$ cat src/design/rbcd_consts.vh
// Opcode, field and reset constants for the branch and modify decoder
`ifndef RBCD_CONSTS_VH
`define RBCD_CONSTS_VH

// Opcode high nibble groups
`define RBCD_GRP_BITBR    4'h0
`define RBCD_GRP_BITSC    4'h1
`define RBCD_GRP_BRANCH   4'h2
`define RBCD_GRP_RMW_DIR  4'h3
`define RBCD_GRP_RMW_ACC  4'h4
`define RBCD_GRP_RMW_IDX  4'h5

// Modify sub-operations (opcode low nibble)
`define RBCD_RMW_NEG      4'h0
`define RBCD_RMW_COM      4'h3
`define RBCD_RMW_LSR      4'h4
`define RBCD_RMW_ROR      4'h6
`define RBCD_RMW_ASR      4'h7
`define RBCD_RMW_ASL      4'h8
`define RBCD_RMW_ROL      4'h9
`define RBCD_RMW_DEC      4'hA
`define RBCD_RMW_INC      4'hC
`define RBCD_RMW_TST      4'hD
`define RBCD_RMW_CLR      4'hF

// Control and jump opcodes
`define RBCD_OP_RTS       8'h81
`define RBCD_OP_STOP      8'h8E
`define RBCD_OP_WAIT      8'h8F
`define RBCD_OP_TAX       8'h97
`define RBCD_OP_CLC       8'h98
`define RBCD_OP_SEC       8'h99
`define RBCD_OP_CLI       8'h9A
`define RBCD_OP_SEI       8'h9B
`define RBCD_OP_RSP       8'h9C
`define RBCD_OP_NOP       8'h9D
`define RBCD_OP_TXA       8'h9F
`define RBCD_OP_JMP_DIR   8'hBC
`define RBCD_OP_JSR_DIR   8'hBD
`define RBCD_OP_JMP_EXT   8'hCC
`define RBCD_OP_JSR_EXT   8'hCD

// Condition code bit positions in CCR_O
`define RBCD_CC_C         0
`define RBCD_CC_Z         1
`define RBCD_CC_N         2
`define RBCD_CC_I         3
`define RBCD_CC_H         4

// Reset values
`define RBCD_PC_RST       16'h0000
`define RBCD_SP_RST       8'hFF
`define RBCD_CCR_RST      5'h08
`define RBCD_PAGE0_HI     8'h00

`endif

$ cat src/design/rbcd_core.v
// Decode and execute of modify, branch, bit and control instructions
// What this block does
// - Modify instructions read operand, transform it, write it back same place
// - Negative-or-zero test updates flags only, never writes back
// - False branch condition leaves PC on the next instruction
// - Branch destination is PC plus signed offset byte
// - Bit-test branch is three bytes: opcode, page-zero address, offset
// - Bit number and tested polarity come from the opcode
// - Bit branch reaches -128..+127 from the following instruction
// - Tested bit is copied into carry whether or not branch taken
// - Bit set and clear reach any bit of the lowest 256 bytes
// - Control instructions are inherent with no operand address
// - Jump and jump-to-subroutine use only an address operand
// - Oscillator stop halts oscillator and enables interrupt request pin
// - Wait stops core clock and clears the interrupt mask
// - Accumulator-to-index and index-to-accumulator transfers are provided
// - Rotates go through carry in both directions
// - Branches on request pin level, high and low
// - Branches on interrupt mask clear and set
// - Direct address has high byte zero, low byte from operand
// - Inherent instructions are one byte with no address fetch
`timescale 1ns/100ps
`include "rbcd_consts.vh"

module rbcd_core
(
  input  wire        MCLK_I,        // Core clock, 10 MHz
  input  wire        SYS_RST_I,     // Async reset, active high
  input  wire [7:0]  MEM_RDATA_I,   // Read data, valid in the same cycle as rd
  input  wire        IRQ_N_I,       // External request pin, active low
  output reg  [15:0] MEM_ADDR_O,    // Memory address
  output reg         MEM_RD_O,      // Read strobe, one cycle
  output reg         MEM_WR_O,      // Write strobe, one cycle
  output reg  [7:0]  MEM_WDATA_O,   // Write data
  output reg  [15:0] PC_O,          // Program counter
  output reg  [7:0]  ACC_O,         // Accumulator
  output reg  [7:0]  IDX_O,         // Index register
  output reg  [7:0]  SP_O,          // Stack pointer, page zero
  output reg  [4:0]  CCR_O,         // H I N Z C
  output reg         OSC_STOP_O,    // Oscillator halted
  output reg         CLK_STOP_O,    // Core clock stopped (wait)
  output reg         IRQ_PIN_EN_O,  // Request pin armed to wake
  output reg         UNDEF_O        // Sticky undefined opcode seen
);

  localparam [3:0] S_FETCH = 4'h0;
  localparam [3:0] S_DEC   = 4'h1;
  localparam [3:0] S_OP1   = 4'h2;
  localparam [3:0] S_OP2   = 4'h3;
  localparam [3:0] S_RD    = 4'h4;
  localparam [3:0] S_REL   = 4'h5;
  localparam [3:0] S_PUSHL = 4'h6;
  localparam [3:0] S_PUSHH = 4'h7;
  localparam [3:0] S_POP1  = 4'h8;
  localparam [3:0] S_POP2  = 4'h9;
  localparam [3:0] S_HALT  = 4'hA;

  reg  [3:0]  state_r;
  reg  [7:0]  opc_r;
  reg  [7:0]  op1_r;
  reg  [15:0] tgt_r;
  reg         taken_r;
  reg         irq_meta_r;
  reg         irq_sync_r;

  wire [3:0]  grp = opc_r[7:4];
  wire [3:0]  sub = opc_r[3:0];
  wire [2:0]  bit_sel = opc_r[3:1];
  wire        pol_clr = opc_r[0];

  // Pin passes two flops before any decode reads it
  always @(posedge MCLK_I or posedge SYS_RST_I)
  begin
    if (SYS_RST_I)
    begin
      irq_meta_r <= 1'b1;
      irq_sync_r <= 1'b1;
    end
    else
    begin
      irq_meta_r <= IRQ_N_I;
      irq_sync_r <= irq_meta_r;
    end
  end

  // Modify unit: result in [7:0], new carry in [8]
  function [8:0] rmw_f;
    input [3:0] op;
    input [7:0] v;
    input       c;
    begin
      case (op)
        `RBCD_RMW_NEG: rmw_f = {(v != 8'h00), 8'h00 - v};
        `RBCD_RMW_COM: rmw_f = {1'b1, ~v};
        `RBCD_RMW_LSR: rmw_f = {v[0], 1'b0, v[7:1]};
        `RBCD_RMW_ROR: rmw_f = {v[0], c, v[7:1]};
        `RBCD_RMW_ASR: rmw_f = {v[0], v[7], v[7:1]};
        `RBCD_RMW_ASL: rmw_f = {v[7], v[6:0], 1'b0};
        `RBCD_RMW_ROL: rmw_f = {v[7], v[6:0], c};
        `RBCD_RMW_DEC: rmw_f = {c, v - 8'h01};
        `RBCD_RMW_INC: rmw_f = {c, v + 8'h01};
        `RBCD_RMW_CLR: rmw_f = {c, 8'h00};
        default:       rmw_f = {c, v};                 // Test passes value
      endcase
    end
  endfunction

  // Which low nibbles are defined modify operations
  function rmw_ok_f;
    input [3:0] op;
    begin
      case (op)
        `RBCD_RMW_NEG, `RBCD_RMW_COM, `RBCD_RMW_LSR, `RBCD_RMW_ROR,
        `RBCD_RMW_ASR, `RBCD_RMW_ASL, `RBCD_RMW_ROL, `RBCD_RMW_DEC,
        `RBCD_RMW_INC, `RBCD_RMW_TST, `RBCD_RMW_CLR: rmw_ok_f = 1'b1;
        default: rmw_ok_f = 1'b0;
      endcase
    end
  endfunction

  // Operand for modify: memory data or the register named by the group
  reg [7:0] rmw_in;
  always @*
  begin
    case (grp)
      `RBCD_GRP_RMW_ACC: rmw_in = ACC_O;
      `RBCD_GRP_RMW_IDX: rmw_in = IDX_O;
      default:           rmw_in = MEM_RDATA_I;
    endcase
  end

  wire [8:0] rmw_res = rmw_f(sub, rmw_in, CCR_O[`RBCD_CC_C]);
  wire       rmw_ok  = rmw_ok_f(sub);
  wire       is_tst  = (sub == `RBCD_RMW_TST);

  // Relative branch conditions; odd opcode inverts the even test
  reg br_base;
  always @*
  begin
    case (opc_r[3:1])
      3'h0: br_base = 1'b1;
      3'h1: br_base = ~(CCR_O[`RBCD_CC_C] | CCR_O[`RBCD_CC_Z]);
      3'h2: br_base = ~CCR_O[`RBCD_CC_C];
      3'h3: br_base = ~CCR_O[`RBCD_CC_Z];
      3'h4: br_base = ~CCR_O[`RBCD_CC_H];
      3'h5: br_base = ~CCR_O[`RBCD_CC_N];
      3'h6: br_base = ~CCR_O[`RBCD_CC_I];
      default: br_base = ~irq_sync_r;
    endcase
  end
  wire br_cond = br_base ^ opc_r[0];

  // Tested or modified bit of the page-zero byte just read
  wire       mem_bit = MEM_RDATA_I[bit_sel];
  wire [7:0] bit_mask = 8'h01 << bit_sel;

  // Offset byte sign-extended onto the already advanced PC
  wire [15:0] rel_tgt = PC_O + {{8{MEM_RDATA_I[7]}}, MEM_RDATA_I};

  // Main sequencer; each memory access is one strobe cycle
  always @(posedge MCLK_I or posedge SYS_RST_I)
  begin
    if (SYS_RST_I)
    begin
      state_r      <= S_FETCH;
      opc_r        <= 8'h00;
      op1_r        <= 8'h00;
      tgt_r        <= 16'h0000;
      taken_r      <= 1'b0;
      MEM_ADDR_O   <= 16'h0000;
      MEM_RD_O     <= 1'b0;
      MEM_WR_O     <= 1'b0;
      MEM_WDATA_O  <= 8'h00;
      PC_O         <= `RBCD_PC_RST;
      ACC_O        <= 8'h00;
      IDX_O        <= 8'h00;
      SP_O         <= `RBCD_SP_RST;
      CCR_O        <= `RBCD_CCR_RST;
      OSC_STOP_O   <= 1'b0;
      CLK_STOP_O   <= 1'b0;
      IRQ_PIN_EN_O <= 1'b0;
      UNDEF_O      <= 1'b0;
    end
    else
    begin
      MEM_RD_O <= 1'b0;
      MEM_WR_O <= 1'b0;
      case (state_r)
        S_FETCH:
        begin
          MEM_ADDR_O <= PC_O;
          MEM_RD_O   <= 1'b1;
          PC_O       <= PC_O + 16'h0001;
          state_r    <= S_DEC;
        end
        S_DEC:
        begin
          opc_r   <= MEM_RDATA_I;
          state_r <= S_OP1;
        end
        S_OP1:
        begin
          // Opcode is latched; decide on its group
          state_r <= S_FETCH;
          case (grp)
            `RBCD_GRP_BITBR, `RBCD_GRP_BITSC,
            `RBCD_GRP_BRANCH, `RBCD_GRP_RMW_DIR:
            begin
              MEM_ADDR_O <= PC_O;
              MEM_RD_O   <= 1'b1;
              PC_O       <= PC_O + 16'h0001;
              state_r    <= S_OP2;
              if (grp == `RBCD_GRP_RMW_DIR && !rmw_ok)
              begin
                MEM_RD_O <= 1'b0;
                PC_O     <= PC_O;
                UNDEF_O  <= 1'b1;
                state_r  <= S_FETCH;
              end
            end
            `RBCD_GRP_RMW_ACC, `RBCD_GRP_RMW_IDX:
            begin
              // One-byte register forms, no address fetch
              if (rmw_ok)
              begin
                if (!is_tst)
                begin
                  if (grp == `RBCD_GRP_RMW_ACC)
                    ACC_O <= rmw_res[7:0];
                  else
                    IDX_O <= rmw_res[7:0];
                end
                CCR_O[`RBCD_CC_N] <= rmw_res[7];
                CCR_O[`RBCD_CC_Z] <= (rmw_res[7:0] == 8'h00);
                CCR_O[`RBCD_CC_C] <= rmw_res[8];
              end
              else
                UNDEF_O <= 1'b1;
            end
            default:
            begin
              // Control and jump opcodes
              case (opc_r)
                `RBCD_OP_TAX: IDX_O <= ACC_O;
                `RBCD_OP_TXA: ACC_O <= IDX_O;
                `RBCD_OP_CLC: CCR_O[`RBCD_CC_C] <= 1'b0;
                `RBCD_OP_SEC: CCR_O[`RBCD_CC_C] <= 1'b1;
                `RBCD_OP_CLI: CCR_O[`RBCD_CC_I] <= 1'b0;
                `RBCD_OP_SEI: CCR_O[`RBCD_CC_I] <= 1'b1;
                `RBCD_OP_RSP: SP_O <= `RBCD_SP_RST;
                `RBCD_OP_NOP: CCR_O <= CCR_O;
                `RBCD_OP_STOP:
                begin
                  OSC_STOP_O        <= 1'b1;
                  IRQ_PIN_EN_O      <= 1'b1;
                  CCR_O[`RBCD_CC_I] <= 1'b0;
                  state_r           <= S_HALT;
                end
                `RBCD_OP_WAIT:
                begin
                  CLK_STOP_O        <= 1'b1;
                  CCR_O[`RBCD_CC_I] <= 1'b0;
                  state_r           <= S_HALT;
                end
                `RBCD_OP_RTS:
                begin
                  SP_O       <= SP_O + 8'h01;
                  MEM_ADDR_O <= {`RBCD_PAGE0_HI, SP_O + 8'h01};
                  MEM_RD_O   <= 1'b1;
                  state_r    <= S_POP1;
                end
                `RBCD_OP_JMP_DIR, `RBCD_OP_JSR_DIR,
                `RBCD_OP_JMP_EXT, `RBCD_OP_JSR_EXT:
                begin
                  // Address bytes only; A and X are untouched
                  MEM_ADDR_O <= PC_O;
                  MEM_RD_O   <= 1'b1;
                  PC_O       <= PC_O + 16'h0001;
                  state_r    <= S_OP2;
                end
                default: UNDEF_O <= 1'b1;
              endcase
            end
          endcase
        end
        S_OP2:
        begin
          // First operand byte has arrived
          op1_r   <= MEM_RDATA_I;
          state_r <= S_FETCH;
          case (grp)
            `RBCD_GRP_BRANCH:
            begin
              if (br_cond)
                PC_O <= rel_tgt;
            end
            `RBCD_GRP_BITBR, `RBCD_GRP_BITSC, `RBCD_GRP_RMW_DIR:
            begin
              MEM_ADDR_O <= {`RBCD_PAGE0_HI, MEM_RDATA_I};
              MEM_RD_O   <= 1'b1;
              state_r    <= S_RD;
            end
            default:
            begin
              if (opc_r == `RBCD_OP_JMP_EXT || opc_r == `RBCD_OP_JSR_EXT)
              begin
                // High address byte held, low byte still to come
                MEM_ADDR_O <= PC_O;
                MEM_RD_O   <= 1'b1;
                PC_O       <= PC_O + 16'h0001;
                state_r    <= S_REL;
              end
              else if (opc_r == `RBCD_OP_JMP_DIR)
                PC_O <= {`RBCD_PAGE0_HI, MEM_RDATA_I};
              else
              begin
                tgt_r   <= {`RBCD_PAGE0_HI, MEM_RDATA_I};
                state_r <= S_PUSHL;
              end
            end
          endcase
        end
        S_RD:
        begin
          // Page-zero operand byte is on the read bus
          state_r     <= S_FETCH;
          MEM_WDATA_O <= rmw_res[7:0];
          case (grp)
            `RBCD_GRP_BITBR:
            begin
              CCR_O[`RBCD_CC_C] <= mem_bit;
              taken_r    <= mem_bit ^ pol_clr;
              MEM_ADDR_O <= PC_O;
              MEM_RD_O   <= 1'b1;
              PC_O       <= PC_O + 16'h0001;
              state_r    <= S_REL;
            end
            `RBCD_GRP_BITSC:
            begin
              // Same address stays on the bus for the write
              MEM_WDATA_O <= pol_clr ? (MEM_RDATA_I & ~bit_mask)
                                     : (MEM_RDATA_I | bit_mask);
              MEM_WR_O    <= 1'b1;
            end
            default:
            begin
              MEM_WR_O          <= !is_tst;
              CCR_O[`RBCD_CC_N] <= rmw_res[7];
              CCR_O[`RBCD_CC_Z] <= (rmw_res[7:0] == 8'h00);
              CCR_O[`RBCD_CC_C] <= rmw_res[8];
            end
          endcase
        end
        S_REL:
        begin
          // Offset byte for bit branch, or low byte of extended jump
          state_r <= S_FETCH;
          if (grp == `RBCD_GRP_BITBR)
          begin
            if (taken_r)
              PC_O <= rel_tgt;
          end
          else if (opc_r == `RBCD_OP_JMP_EXT)
            PC_O <= {op1_r, MEM_RDATA_I};
          else
          begin
            tgt_r   <= {op1_r, MEM_RDATA_I};
            state_r <= S_PUSHL;
          end
        end
        S_PUSHL:
        begin
          // Return address low byte goes on the stack first
          MEM_ADDR_O  <= {`RBCD_PAGE0_HI, SP_O};
          MEM_WDATA_O <= PC_O[7:0];
          MEM_WR_O    <= 1'b1;
          SP_O        <= SP_O - 8'h01;
          state_r     <= S_PUSHH;
        end
        S_PUSHH:
        begin
          MEM_ADDR_O  <= {`RBCD_PAGE0_HI, SP_O};
          MEM_WDATA_O <= PC_O[15:8];
          MEM_WR_O    <= 1'b1;
          SP_O        <= SP_O - 8'h01;
          PC_O        <= tgt_r;
          state_r     <= S_FETCH;
        end
        S_POP1:
        begin
          PC_O[15:8] <= MEM_RDATA_I;
          SP_O       <= SP_O + 8'h01;
          MEM_ADDR_O <= {`RBCD_PAGE0_HI, SP_O + 8'h01};
          MEM_RD_O   <= 1'b1;
          state_r    <= S_POP2;
        end
        S_POP2:
        begin
          PC_O[7:0] <= MEM_RDATA_I;
          state_r   <= S_FETCH;
        end
        S_HALT:
        begin
          // Only a low level on the request pin resumes; no vector taken
          if (!irq_sync_r)
          begin
            OSC_STOP_O   <= 1'b0;
            CLK_STOP_O   <= 1'b0;
            IRQ_PIN_EN_O <= 1'b0;
            state_r      <= S_FETCH;
          end
        end
        default: state_r <= S_FETCH;
      endcase
    end
  end

endmodule // rbcd_core

$ cat config.mk
export PLATFORM = sky130hd
export DESIGN_NAME = rbcd_core
export DESIGN_NICKNAME = d
export VERILOG_FILES = /design/src/design/rbcd_core.v
export VERILOG_INCLUDE_DIRS = /design/src /design/src/design
export SDC_FILE = /design/constraint.sdc
export NUM_CORES = 1
export LEC_CHECK = 0
export BUFFER_PORTS_ARGS = -buffer_cell sky130_fd_sc_hd__buf_2
export CORE_ASPECT_RATIO = 0.6
export CORE_MARGIN = 8
export CORE_UTILIZATION = 40
export DETAILED_ROUTE_END_ITERATION = 6
export PLACE_DENSITY_LB_ADDON = 0.15
export SYNTH_ARGS = -nofsm -noshare
export SYNTH_HDL_FRONTEND = slang
export SYNTH_SLANG_ARGS = --single-unit
export TNS_END_PERCENT = 100
$ cat constraint.sdc
create_clock -name MCLK_I -period 9 [get_ports MCLK_I]
set_input_delay 0.45 -clock MCLK_I [delete_from_list [all_inputs] [get_ports MCLK_I]]
set_output_delay 0.45 -clock MCLK_I [all_outputs]
set_load 0.01 [all_outputs]
==> flow_metrics.env, run 1 <==
export IMPL_fp_coreArea_mm2=0.0212
export IMPL_final_setup_tns_ns=0
export IMPL_final_setup_viol_count=0
export IMPL_cts_sinks=112
export IMPL_start_util_pct=41.0
export IMPL_vias=8582
export IMPL_slew_headroom_pct=20.4
export IMPL_synth_top_family_by_area="compound AO/OA/AOI/OAI gates"
export IMPL_stdcell_count=1375
export IMPL_place_hpwl_um=23800
export IMPL_dp_cells=1358
export IMPL_synth_area_top_cells="dfrtp_1 29%, o21ai_0 6.5%, nand2_1 5.4%, ha_1 4.3%, a21oi_1 4.1%"
export IMPL_tightest_slew_ns=1.16
export IMPL_ys_warn_count=0
export IMPL_synth_top_cell_area_share_pct=29.1
export IMPL_dieArea_mm2=0.0268
export IMPL_synth_xor_area_share_pct=2.32
export IMPL_die_x_um=206
export IMPL_p_comb_share_pct=59.8
export IMPL_cts_max_level=3
export IMPL_required_ns=9.31
export IMPL_fin_crit_ns=4.43
export IMPL_ant_nets=0
export IMPL_grt_usage_pct=23.9
export IMPL_seq_area_mm2=0.00282
export IMPL_yosys_area_share_simple_pct=20.8
export IMPL_grt_start_max_net_pins=67
export IMPL_syn_inst=1055
export IMPL_final_cell_mix="124 x nand2_1, 113 x o21ai_0, 101 x dfrtp_1"
export IMPL_drc=0
export IMPL_portBuffers=84
export IMPL_num_nets_final=1133
export IMPL_ir_worst_vdd_uv=142
export IMPL_ys_types=84
export IMPL_syn_to_final_growth_pct=9.78
export IMPL_wl_per_cell_um=23.3
export IMPL_cts_clk_slew_worst_paths_ns=0.08
export IMPL_pwr_density_cell_mw_per_mm2=408
export IMPL_synth_mux_area_share_pct=6.48
export IMPL_max_cap_violations=0
export IMPL_ys_async_sr_fraction_pct=100
export IMPL_hp_class="primary input to async pin"
export IMPL_end_kind="flop"
export IMPL_hold_viol=0
export IMPL_firstDrtPassIters=7
export IMPL_pwr_share_seq_pct=29.4
export IMPL_clock_latency_ns=0.37
export IMPL_synth_area_per_cell_um2=8.24
export IMPL_synth_seq_cells=112
export IMPL_root_buffer="clkbuf_16"
export IMPL_hold_buffers=0
export IMPL_synth_top_flop_cell="dfrtp_1"
export IMPL_viasPerCell=6.24
export IMPL_nFillCells=2146
export IMPL_outcome="finished, final reports clean"
export IMPL_swShare_pct=52.3
export IMPL_ctsResizeCount=0
export IMPL_clockBufferDepth=2
export IMPL_rsz0062_at_grt="no"
export IMPL_multiInputGateArea_mm2=0.00545
export IMPL_path_max_fanout=29
export IMPL_drtIter0Drc=1044
export IMPL_drive_above_1_share_pct=16.0
export IMPL_fp_row_count=41
export IMPL_cp_arrival_ns=4.73
export IMPL_wl_um=32000
export IMPL_grt_overflow_total=0
export IMPL_cp_start_kind="flop"
export IMPL_path_class="flop to flop"
export IMPL_gp_congestion=0.995
export IMPL_final_common_cell="nand2_1"
export IMPL_numCtsBuffers=9
export IMPL_post_cts_buffers=0
export IMPL_p_int_mw=1.86
export IMPL_fin_skew_ns=0.0119
export IMPL_syn_cell_area_mm2=0.00869
export IMPL_yosysTopAreaCell="dfrtp_1"
export IMPL_ys_seq_area_share_pct=32.4
export IMPL_clkPwrFrac_pct=10.8
export IMPL_synth_edf_count=0
export IMPL_p_sw_mw=2.04
export IMPL_antenna_found_initial=0
export IMPL_period_share_pct=49.2
export IMPL_synth_fp_nets=1098
export IMPL_ios=86
export IMPL_cts_tree="built"
export IMPL_synth_compound_area_share_pct=28.2
export IMPL_p_leak_nw=4.00
export IMPL_grt_pass1_wl_um=48900
export IMPL_fmax_mhz=226
export IMPL_grt_pass1_vias=7825
export IMPL_chipHeight_um=130
export IMPL_slew_violations=0
export IMPL_synthAdderAreaFrac_pct=4.78
[kinds of logic after synthesis]
logic type | Yosys count
xor+xnor | 23
other cells | 1
compound gates | 373
mux | 46
fa+ha+maj | 32
simple gates | 367
buf+inv | 101
flops | 112
[routing by layer]
| metal | track usage [%] | vias to the layer above | share of wire (%) |
|---|---|---|---|
| met4 | 2.99 | 0 | 0.62 |
| met3 | 7.95 | 15 | 12 |
| met5 | 0 | - | 0 |
| met2 | 30.3 | 415 | 38 |
| met1 | 38.1 | 4119 | 50 |
| li1 | - | 4033 | - |
[worst max-delay path, stage by stage, from the launching register on]
cell,delay (ns)
dfrtp_1,0.98
mux2_2,0.42
mux2i_1,0.57
inv_1,0.10
ha_1,0.33
and4bb_2,0.23
o2bb2ai_1,0.17
a21o_1,0.26
a2111o_1,0.37
nand3_1,0.12
nor3_1,0.07
a211oi_2,0.50
a32o_1,0.25
[power groups by stage]
stage	clock network, mW	registers (mW)	logic [mW]
floorplan	0	0.981	1.68
global route	0.452	1.19	2.55
CTS	0.430	1.14	2.29
global placement	0	1.14	2.29
detailed placement	0	1.14	2.28
finish	0.419	1.15	2.33
[layout make-up]
cell class	instances	share of cell area [%]
diodes	1	0.0262
clock buffers	10	2.40
clock inverters	6	0.695
inverters	27	1.09
multi-input cells	842	57.1
flip-flops and latches	112	29.5
well taps	279	3.66
repair buffers	98	5.51
[Yosys cell counts, types with 14 or more instances]
cell type	number
clkbuf_1	47
o31ai_1	25
nor2_1	82
a22oi_1	14
dfrtp_1	101
mux2_2	31
inv_1	27
a31oi_1	14
and3_1	23
o21ai_0	113
a21oi_1	72
nor3_1	28
nand3_1	25
nand2b_1	18
buf_2	19
ha_1	30
nand2_1	124
[worst paths after layout]
path	slack [ns]	cells past startpoint	from	end
setup / recovery	4.57	12	opc_r[4]	CCR_O[1]
hold / removal	0.17	2	SYS_RST_I	IDX_O[4]
setup reg to reg	4.57	12	opc_r[4]	CCR_O[1]
hold reg to reg	0.36	0	irq_meta_r	irq_sync_r
max in group asynchronous	7.53	3	SYS_RST_I	MEM_ADDR_O[6]
min in group MCLK_I	0.18	1	IRQ_N_I	irq_meta_r
[registers in the layout, indices dropped and copies added (netlist names), 8 cells and up]
name / cells
op1_r: 8
ACC_O: 8
MEM_ADDR_O: 16
SP_O: 8
PC_O: 16
IDX_O: 8
tgt_r: 16
opc_r: 8
MEM_WDATA_O: 8
[per-stage QoR]
step                      total power [mW]  instance area (um^2)  worst slack (ns)  hold WS (ns)  utilization, %
after floorplan                       2.66                  8690              5.51         0.345               -
after global placement                3.43                  9240              4.68         0.346            43.6
after detailed placement              3.42                  9240              4.58         0.347            43.6
after CTS                             3.86                  9540              4.57         0.161            45.0
after global routing                  4.20                  9540              4.23         0.161            45.0
final                                 3.90                  9540              4.57         0.167            45.0
Note: power is estimated with default switching activity, not from simulation.
==> run 2, diff against run 1 <==
--- a/config.mk
+++ b/config.mk
@@ -6,6 +6,7 @@
 export SDC_FILE = /design/constraint.sdc
 export NUM_CORES = 1
 export LEC_CHECK = 0
+export ABC_AREA = 1
 export BUFFER_PORTS_ARGS = -buffer_cell sky130_fd_sc_hd__buf_2
 export CORE_ASPECT_RATIO = 0.6
 export CORE_MARGIN = 8
==> constraint.sdc (replaced) <==
create_clock -name MCLK_I -period 4.1 [get_ports MCLK_I]
set_input_delay 0.205 -clock MCLK_I [delete_from_list [all_inputs] [get_ports MCLK_I]]
set_output_delay 0.205 -clock MCLK_I [all_outputs]
set_load 0.01 [all_outputs]
==> flow_metrics.env, run 2 <==
export IMPL_ios=86
export IMPL_drc=0
export IMPL_cp_arrival_ns=3.85
export IMPL_vias=9535
export IMPL_swShare_pct=56.1
export IMPL_hold_viol=0
export IMPL_cts_clk_slew_worst_paths_ns=0.08
export IMPL_final_setup_viol_count=0
export IMPL_ctsResizeCount=0
export IMPL_holdWs_ns=0.209
export IMPL_p_leak_nw=4.90
export IMPL_fp_coreArea_mm2=0.0218
export IMPL_cts_max_level=3
export IMPL_grt_start_max_net_pins=50
export IMPL_synth_area_top_cells="dfrtp_1 29%, nand2_1 13%, inv_1 6.9%, nor2_1 6.4%, o21ai_0 5.5%"
export IMPL_place_hpwl_um=27200
export IMPL_fmax_mhz=281
export IMPL_die_x_um=207
export IMPL_yosysTopAreaCell="dfrtp_1"
export IMPL_grt_busiest_layer="met1"
export IMPL_clock_latency_ns=0.37
export IMPL_ys_types=54
export IMPL_num_nets_final=1424
export IMPL_ir_worst_vdd_uv=323
export IMPL_syn_inst=1301
export IMPL_tightest_slew_ns=0.823
export IMPL_wl_um=34300
export IMPL_hp_class="primary input to flop"
export IMPL_slew_violations=0
export IMPL_pwr_share_seq_pct=26.2
export IMPL_synth_area_per_cell_um2=6.74
export IMPL_drtIter0Drc=1287
export IMPL_p_comb_share_pct=63.8
export IMPL_viasPerCell=5.70
export IMPL_path_max_fanout=36
export IMPL_ys_warn_count=0
export IMPL_p_int_mw=3.85
export IMPL_firstDrtPassIters=6
export IMPL_grt_pass1_vias=8318
export IMPL_clockBufferDepth=2
export IMPL_fin_skew_ns=0.00798
export IMPL_synth_seq_cells=112
export IMPL_p_sw_mw=4.92
export IMPL_path_class="flop to flop"
export IMPL_stdcell_area_mm2=0.00980
export IMPL_start_util_pct=40.3
export IMPL_fp_row_count=42
export IMPL_period_share_pct=86.9
export IMPL_synth_most_common_cell="nand2_1"
export IMPL_nFillCells=2289
export IMPL_synthTopCellsByCount="301 x nand2_1, 161 x inv_1, 149 x nor2_1"
export IMPL_root_buffer="clkbuf_16"
export IMPL_grt_usage_pct=25.1
export IMPL_final_util_pct=45.0
export IMPL_cts_tree="built"
export IMPL_final_setup_tns_ns=0
export IMPL_dp_cells=1654
export IMPL_gp_congestion=0.987
export IMPL_synth_top_cell_area_share_pct=28.8
export IMPL_grt_use_met2_pct=29.7
export IMPL_stdcell_count=1672
export IMPL_drive_above_1_share_pct=13.1
export IMPL_num_antenna_cells=0
export IMPL_synth_edf_count=0
export IMPL_final_common_cell="nand2_1"
export IMPL_portBuffers=84
export IMPL_ant_nets=0
export IMPL_numCtsBuffers=9
export IMPL_synth_top_flop_cell="dfrtp_1"
export IMPL_grt_overflow_total=0
export IMPL_cp_start_kind="flop"
export IMPL_cts_sinks=112
export IMPL_clkPwrFrac_pct=10.1
export IMPL_final_cell_mix="301 x nand2_1, 160 x inv_1, 149 x nor2_1"
export IMPL_dieArea_mm2=0.0271
export IMPL_pwr_density_cell_mw_per_mm2=895
export IMPL_gr_usage_met1_pct=40.3
export IMPL_met3_usage_pct=9.86
export IMPL_syn_cell_area_mm2=0.00877
export IMPL_slew_headroom_pct=44.6
export IMPL_wl_per_cell_um=20.5
export IMPL_rsz0062_at_grt="no"
export IMPL_chipHeight_um=131
export IMPL_syn_to_final_growth_pct=11.8
export IMPL_ys_async_sr_fraction_pct=100
export IMPL_antenna_found_initial=0
export IMPL_synth_fp_nets=1344
export IMPL_end_kind="flop"
export IMPL_reg_top3="MEM_ADDR_O x16, PC_O x16, tgt_r x16"
export IMPL_fin_crit_ns=3.56
export IMPL_ys_seq_area_share_pct=32.1
export IMPL_post_dp_cell_area_mm2=0.00950
export IMPL_outcome="finished, final reports clean"
export IMPL_grt_pass1_wl_um=52200
export IMPL_max_cap_violations=0
export IMPL_required_ns=4.39
run 2: changes by cell type after synthesis, sizes merged, moves of 11 or more:
cell	delta
o31ai	-17
mux2i	-11
clkbuf	-33
mux2	-32
nand2b	-18
a2bb2oi	+12
nand4	+14
nand3	+59
and3	-23
nand2	+185
a21oi	+11
nor2	+83
inv	+151
run 2: kinds of logic after synthesis:
kind of cell | Yosys count | share of synthesized area (%)
AOI/OAI and AO/OA | 307 | 21.2
and+or+nand+nor | 617 | 30.3
xor gates and xnor gates | 20 | 2.00
adders and majority gates | 32 | 4.74
DFF | 112 | 32.1
other | 1 | 0.0428
buffers and inverters | 212 | 9.59
run 2: routing by layer:
layer | vias to the layer above | wire length, um
li1 | 4532 | -
met1 | 4411 | 17100
met2 | 566 | 11700
met3 | 26 | 5080
met4 | 0 | 330
met5 | - | 0
run 2: repair_timing:
action                                 in CTS  in global routing
endpoints found under the hold margin      43                  0
setup buffers                               0                  0
hold buffers                                2                  0
run 2: cell type report:
cell class,instances,area [um^2],area share [%]
Multi-Input combinational cell,977,5110,52.1
Sequential cell,112,2820,28.7
Inverter,179,674,6.88
Timing Repair Buffer,102,561,5.72
Tap cell,286,358,3.65
Clock buffer,11,243,2.48
Clock inverter,5,40.0,0.409
run 2: final timing paths:
path,from,to,slack [ns],depth (start not counted)
min reg2reg,irq_meta_r,irq_sync_r,0.36,0
max,opc_r[5],IDX_O[7],0.54,17
min,MEM_RDATA_I[5],tgt_r[5],0.21,3
max reg2reg,opc_r[5],IDX_O[7],0.54,17
max in group asynchronous,SYS_RST_I,SP_O[1],2.72,4
min in group asynchronous,SYS_RST_I,CCR_O[2],0.47,3
run 2: power groups by stage:
stage	clock, mW	sequential [mW]	combinational [mW]
floorplan	0	2.16	3.80
global placement	0	2.28	5.46
detailed placement	0	2.30	5.43
CTS	0.908	2.28	5.46
global route	0.951	2.37	6.21
finish	0.882	2.30	5.59
run 2: worst max-delay path, cell delays in order, from the launching register on:
cell and delay (ns):
dfrtp_1 0.51, inv_1 0.15, nand3_4 0.33, nor2_1 0.20, nand2_1 0.09, nand2_2 0.14, inv_1 0.14, ha_1 0.38
nand2_1 0.09, nor2_1 0.23, nand3_1 0.20, nand2_1 0.15, nand2_1 0.08, nand3_1 0.07, nand3_1 0.11, nand3_1 0.14
nand3_1 0.23, a22oi_1 0.24
run 2: through the flow:
| stage | total power [mW] | setup slack (ns) |
|---|---|---|
| floorplan | 5.96 | 0.954 |
| global placement | 7.75 | 0.725 |
| detailed placement | 7.73 | 0.680 |
| CTS | 8.64 | 0.661 |
| global route | 9.53 | 0.262 |
| finish | 8.77 | 0.537 |
==> run 3, diff against run 2 <==
--- a/config.mk
+++ b/config.mk
@@ -8,6 +8,8 @@
 export LEC_CHECK = 0
 export ABC_AREA = 1
 export BUFFER_PORTS_ARGS = -buffer_cell sky130_fd_sc_hd__buf_2
+export CELL_PAD_IN_SITES_DETAIL_PLACEMENT = 1
+export CELL_PAD_IN_SITES_GLOBAL_PLACEMENT = 1
 export CORE_ASPECT_RATIO = 0.6
 export CORE_MARGIN = 8
 export CORE_UTILIZATION = 40
==> flow_metrics.env, run 3 (same netlist as run 2, synthesis figures left out) <==
export IMPL_cts_tree="built"
export IMPL_period_share_pct=88.3
export IMPL_max_stage_delay_ns=0.52
export IMPL_p_comb_share_pct=64.6
export IMPL_num_nets_final=1424
export IMPL_ir_worst_vdd_uv=362
export IMPL_cts_sinks=112
export IMPL_grt_usage_pct=28.0
export IMPL_syn_to_final_growth_pct=11.9
export IMPL_final_cell_mix="301 x nand2_1, 160 x inv_1, 149 x nor2_1"
export IMPL_firstDrtPassIters=5
export IMPL_place_hpwl_um=30100
export IMPL_fin_crit_ns=3.62
export IMPL_numCtsBuffers=9
export IMPL_clkPwrFrac_pct=10.0
export IMPL_ios=86
export IMPL_tightest_slew_ns=0.821
export IMPL_pwr_density_cell_mw_per_mm2=919
export IMPL_portBuffers=84
export IMPL_reg2reg_depth=17
export IMPL_nFillCells=2882
export IMPL_slew_headroom_pct=45.3
export IMPL_viasPerCell=5.94
export IMPL_num_antenna_cells=0
export IMPL_wl_per_cell_um=22.6
export IMPL_start_util_pct=40.3
export IMPL_vias=9932
export IMPL_pwr_share_seq_pct=25.5
export IMPL_crit_chain="inv_1 -> nand3_4 -> nor2_1 -> nand2_1 -> nand2_1 -> inv_1 -> ha_1 -> nand2_1 -> nor2_1 -> nand2_1 -> nand3_1 -> o21ai_0 -> a21oi_1 -> nor3_1 -> nand3_1 -> nand2_1 -> a2bb2oi_1"
export IMPL_grt_pass1_wl_um=58500
export IMPL_reg2reg_slack_ns=0.48
export IMPL_reg_top3="MEM_ADDR_O x16, PC_O x16, tgt_r x16"
export IMPL_r2r_start="opc_r[5]"
export IMPL_power_total_mw=9.02
export IMPL_end_kind="flop"
export IMPL_cp_endpoint="IDX_O[6]"
export IMPL_p_leak_nw=4.90
export IMPL_required_ns=4.39
export IMPL_fp_row_count=42
export IMPL_p_sw_mw=5.17
export IMPL_cp_start_kind="flop"
export IMPL_drive_above_1_share_pct=13.1
export IMPL_gp_congestion=0.968
export IMPL_drc=0
export IMPL_hp_class="primary input to flop"
export IMPL_cp_arrival_ns=3.91
export IMPL_swShare_pct=57.4
export IMPL_dieArea_mm2=0.0271
export IMPL_final_setup_tns_ns=0
export IMPL_post_cts_buffers=0
export IMPL_ant_nets=0
export IMPL_final_setup_viol_count=0
export IMPL_final_common_cell="nand2_1"
export IMPL_r2r_end="IDX_O[6]"
export IMPL_path_max_fanout=36
export IMPL_pre_cts_slack_ns=0.613
export IMPL_cpMostUsedCell="nand2_1"
export IMPL_grt_pass1_vias=9526
export IMPL_wl_um=37800
export IMPL_chipHeight_um=131
export IMPL_setup_ws_ns=0.479
export IMPL_rsz0062_at_grt="no"
export IMPL_clock_latency_ns=0.38
export IMPL_path_class="flop to flop"
export IMPL_die_x_um=207
export IMPL_outcome="finished, final reports clean"
export IMPL_fp_coreArea_mm2=0.0218
export IMPL_root_buffer="clkbuf_16"
export IMPL_slew_violations=0
export IMPL_cts_clk_slew_worst_paths_ns=0.09
export IMPL_fin_skew_ns=0.0116
export IMPL_antenna_found_initial=1
export IMPL_clockBufferDepth=2
export IMPL_max_cap_violations=0
export IMPL_hold_viol=0
export IMPL_crit_start="opc_r[5]"
export IMPL_p_int_mw=3.84
export IMPL_fmax_mhz=276
export IMPL_drtIter0Drc=995
export IMPL_grt_start_max_net_pins=62
export IMPL_crit_slowest_cell="dfrtp_1"
export IMPL_final_util_pct=45.1
export IMPL_grt_overflow_total=0
export IMPL_cts_max_level=3
run 3: cell types whose count changed in the layout (fill, tap and decap cells not counted):
cell	before	now
buf_12	0	1
buf_4	16	15
clkbuf_8	1	0
inv_8	0	1
run 3: worst min path at each step:
stage,start,endpoint,slack [ns],depth (start not counted)
after floorplan,IRQ_N_I,irq_meta_r,0.21,0
after detailed placement,IRQ_N_I,irq_meta_r,0.31,1
after global placement,IRQ_N_I,irq_meta_r,0.31,1
after CTS,MEM_RDATA_I[5],tgt_r[5],0.22,3
after global routing,MEM_RDATA_I[5],tgt_r[5],0.22,3
final,MEM_RDATA_I[5],tgt_r[5],0.22,3
run 3: power by group through the flow:
stage                     Sequential, mW  Clock [mW]  Combinational [mW]
after floorplan                     2.16           0                3.80
after global placement              2.27           0                5.59
after detailed placement            2.29           0                5.69
after CTS                           2.27       0.908                5.72
after global routing                2.36       0.948                6.45
final                               2.30       0.897                5.82
run 3: layout make-up:
type	count	area, um^2	area share (%)
Clock buffer	10	229	2.33
Clock inverter	6	51.3	0.523
Sequential cell	112	2820	28.7
Inverter	179	674	6.87
Multi-Input combinational cell	977	5110	52.1
Timing Repair Buffer	102	573	5.84
Tap cell	286	358	3.65
run 3: stage by stage:
| step | area [um^2] | hold WS, ns | instances |
|---|---|---|---|
| CTS | 9810 | 0.219 | 1672 |
| global placement | 9510 | 0.311 | 1654 |
| detailed placement | 9510 | 0.312 | 1654 |
| floorplan | 8770 | 0.209 | 1301 |
| global route | 9810 | 0.216 | 1672 |
| finish | 9810 | 0.218 | 1672 |
run 3: what timing repair did:
item                                   CTS  global route
endpoints found under the hold margin   49             0
hold buffers                             2             0
resized for setup                        0             0
run 3: metal layers:
layer  track usage [%]  up-vias  wire, um
li1                  -     4519         -
met1              44.6     4935     19300
met2              36.5      445     13900
met3              7.48       31      4210
met4              4.19        2       372
met5                 0        -        13
run 3: worst max-delay path, delay by kind of cell, from the launching register on:
family / cells / cell delay (ns)
and+or+nand+nor: 11 / 1.68
DFF: 1 / 0.52
buffers and inverters: 2 / 0.36
adders and majority gates: 1 / 0.41
AOI/OAI and AO/OA: 3 / 0.54
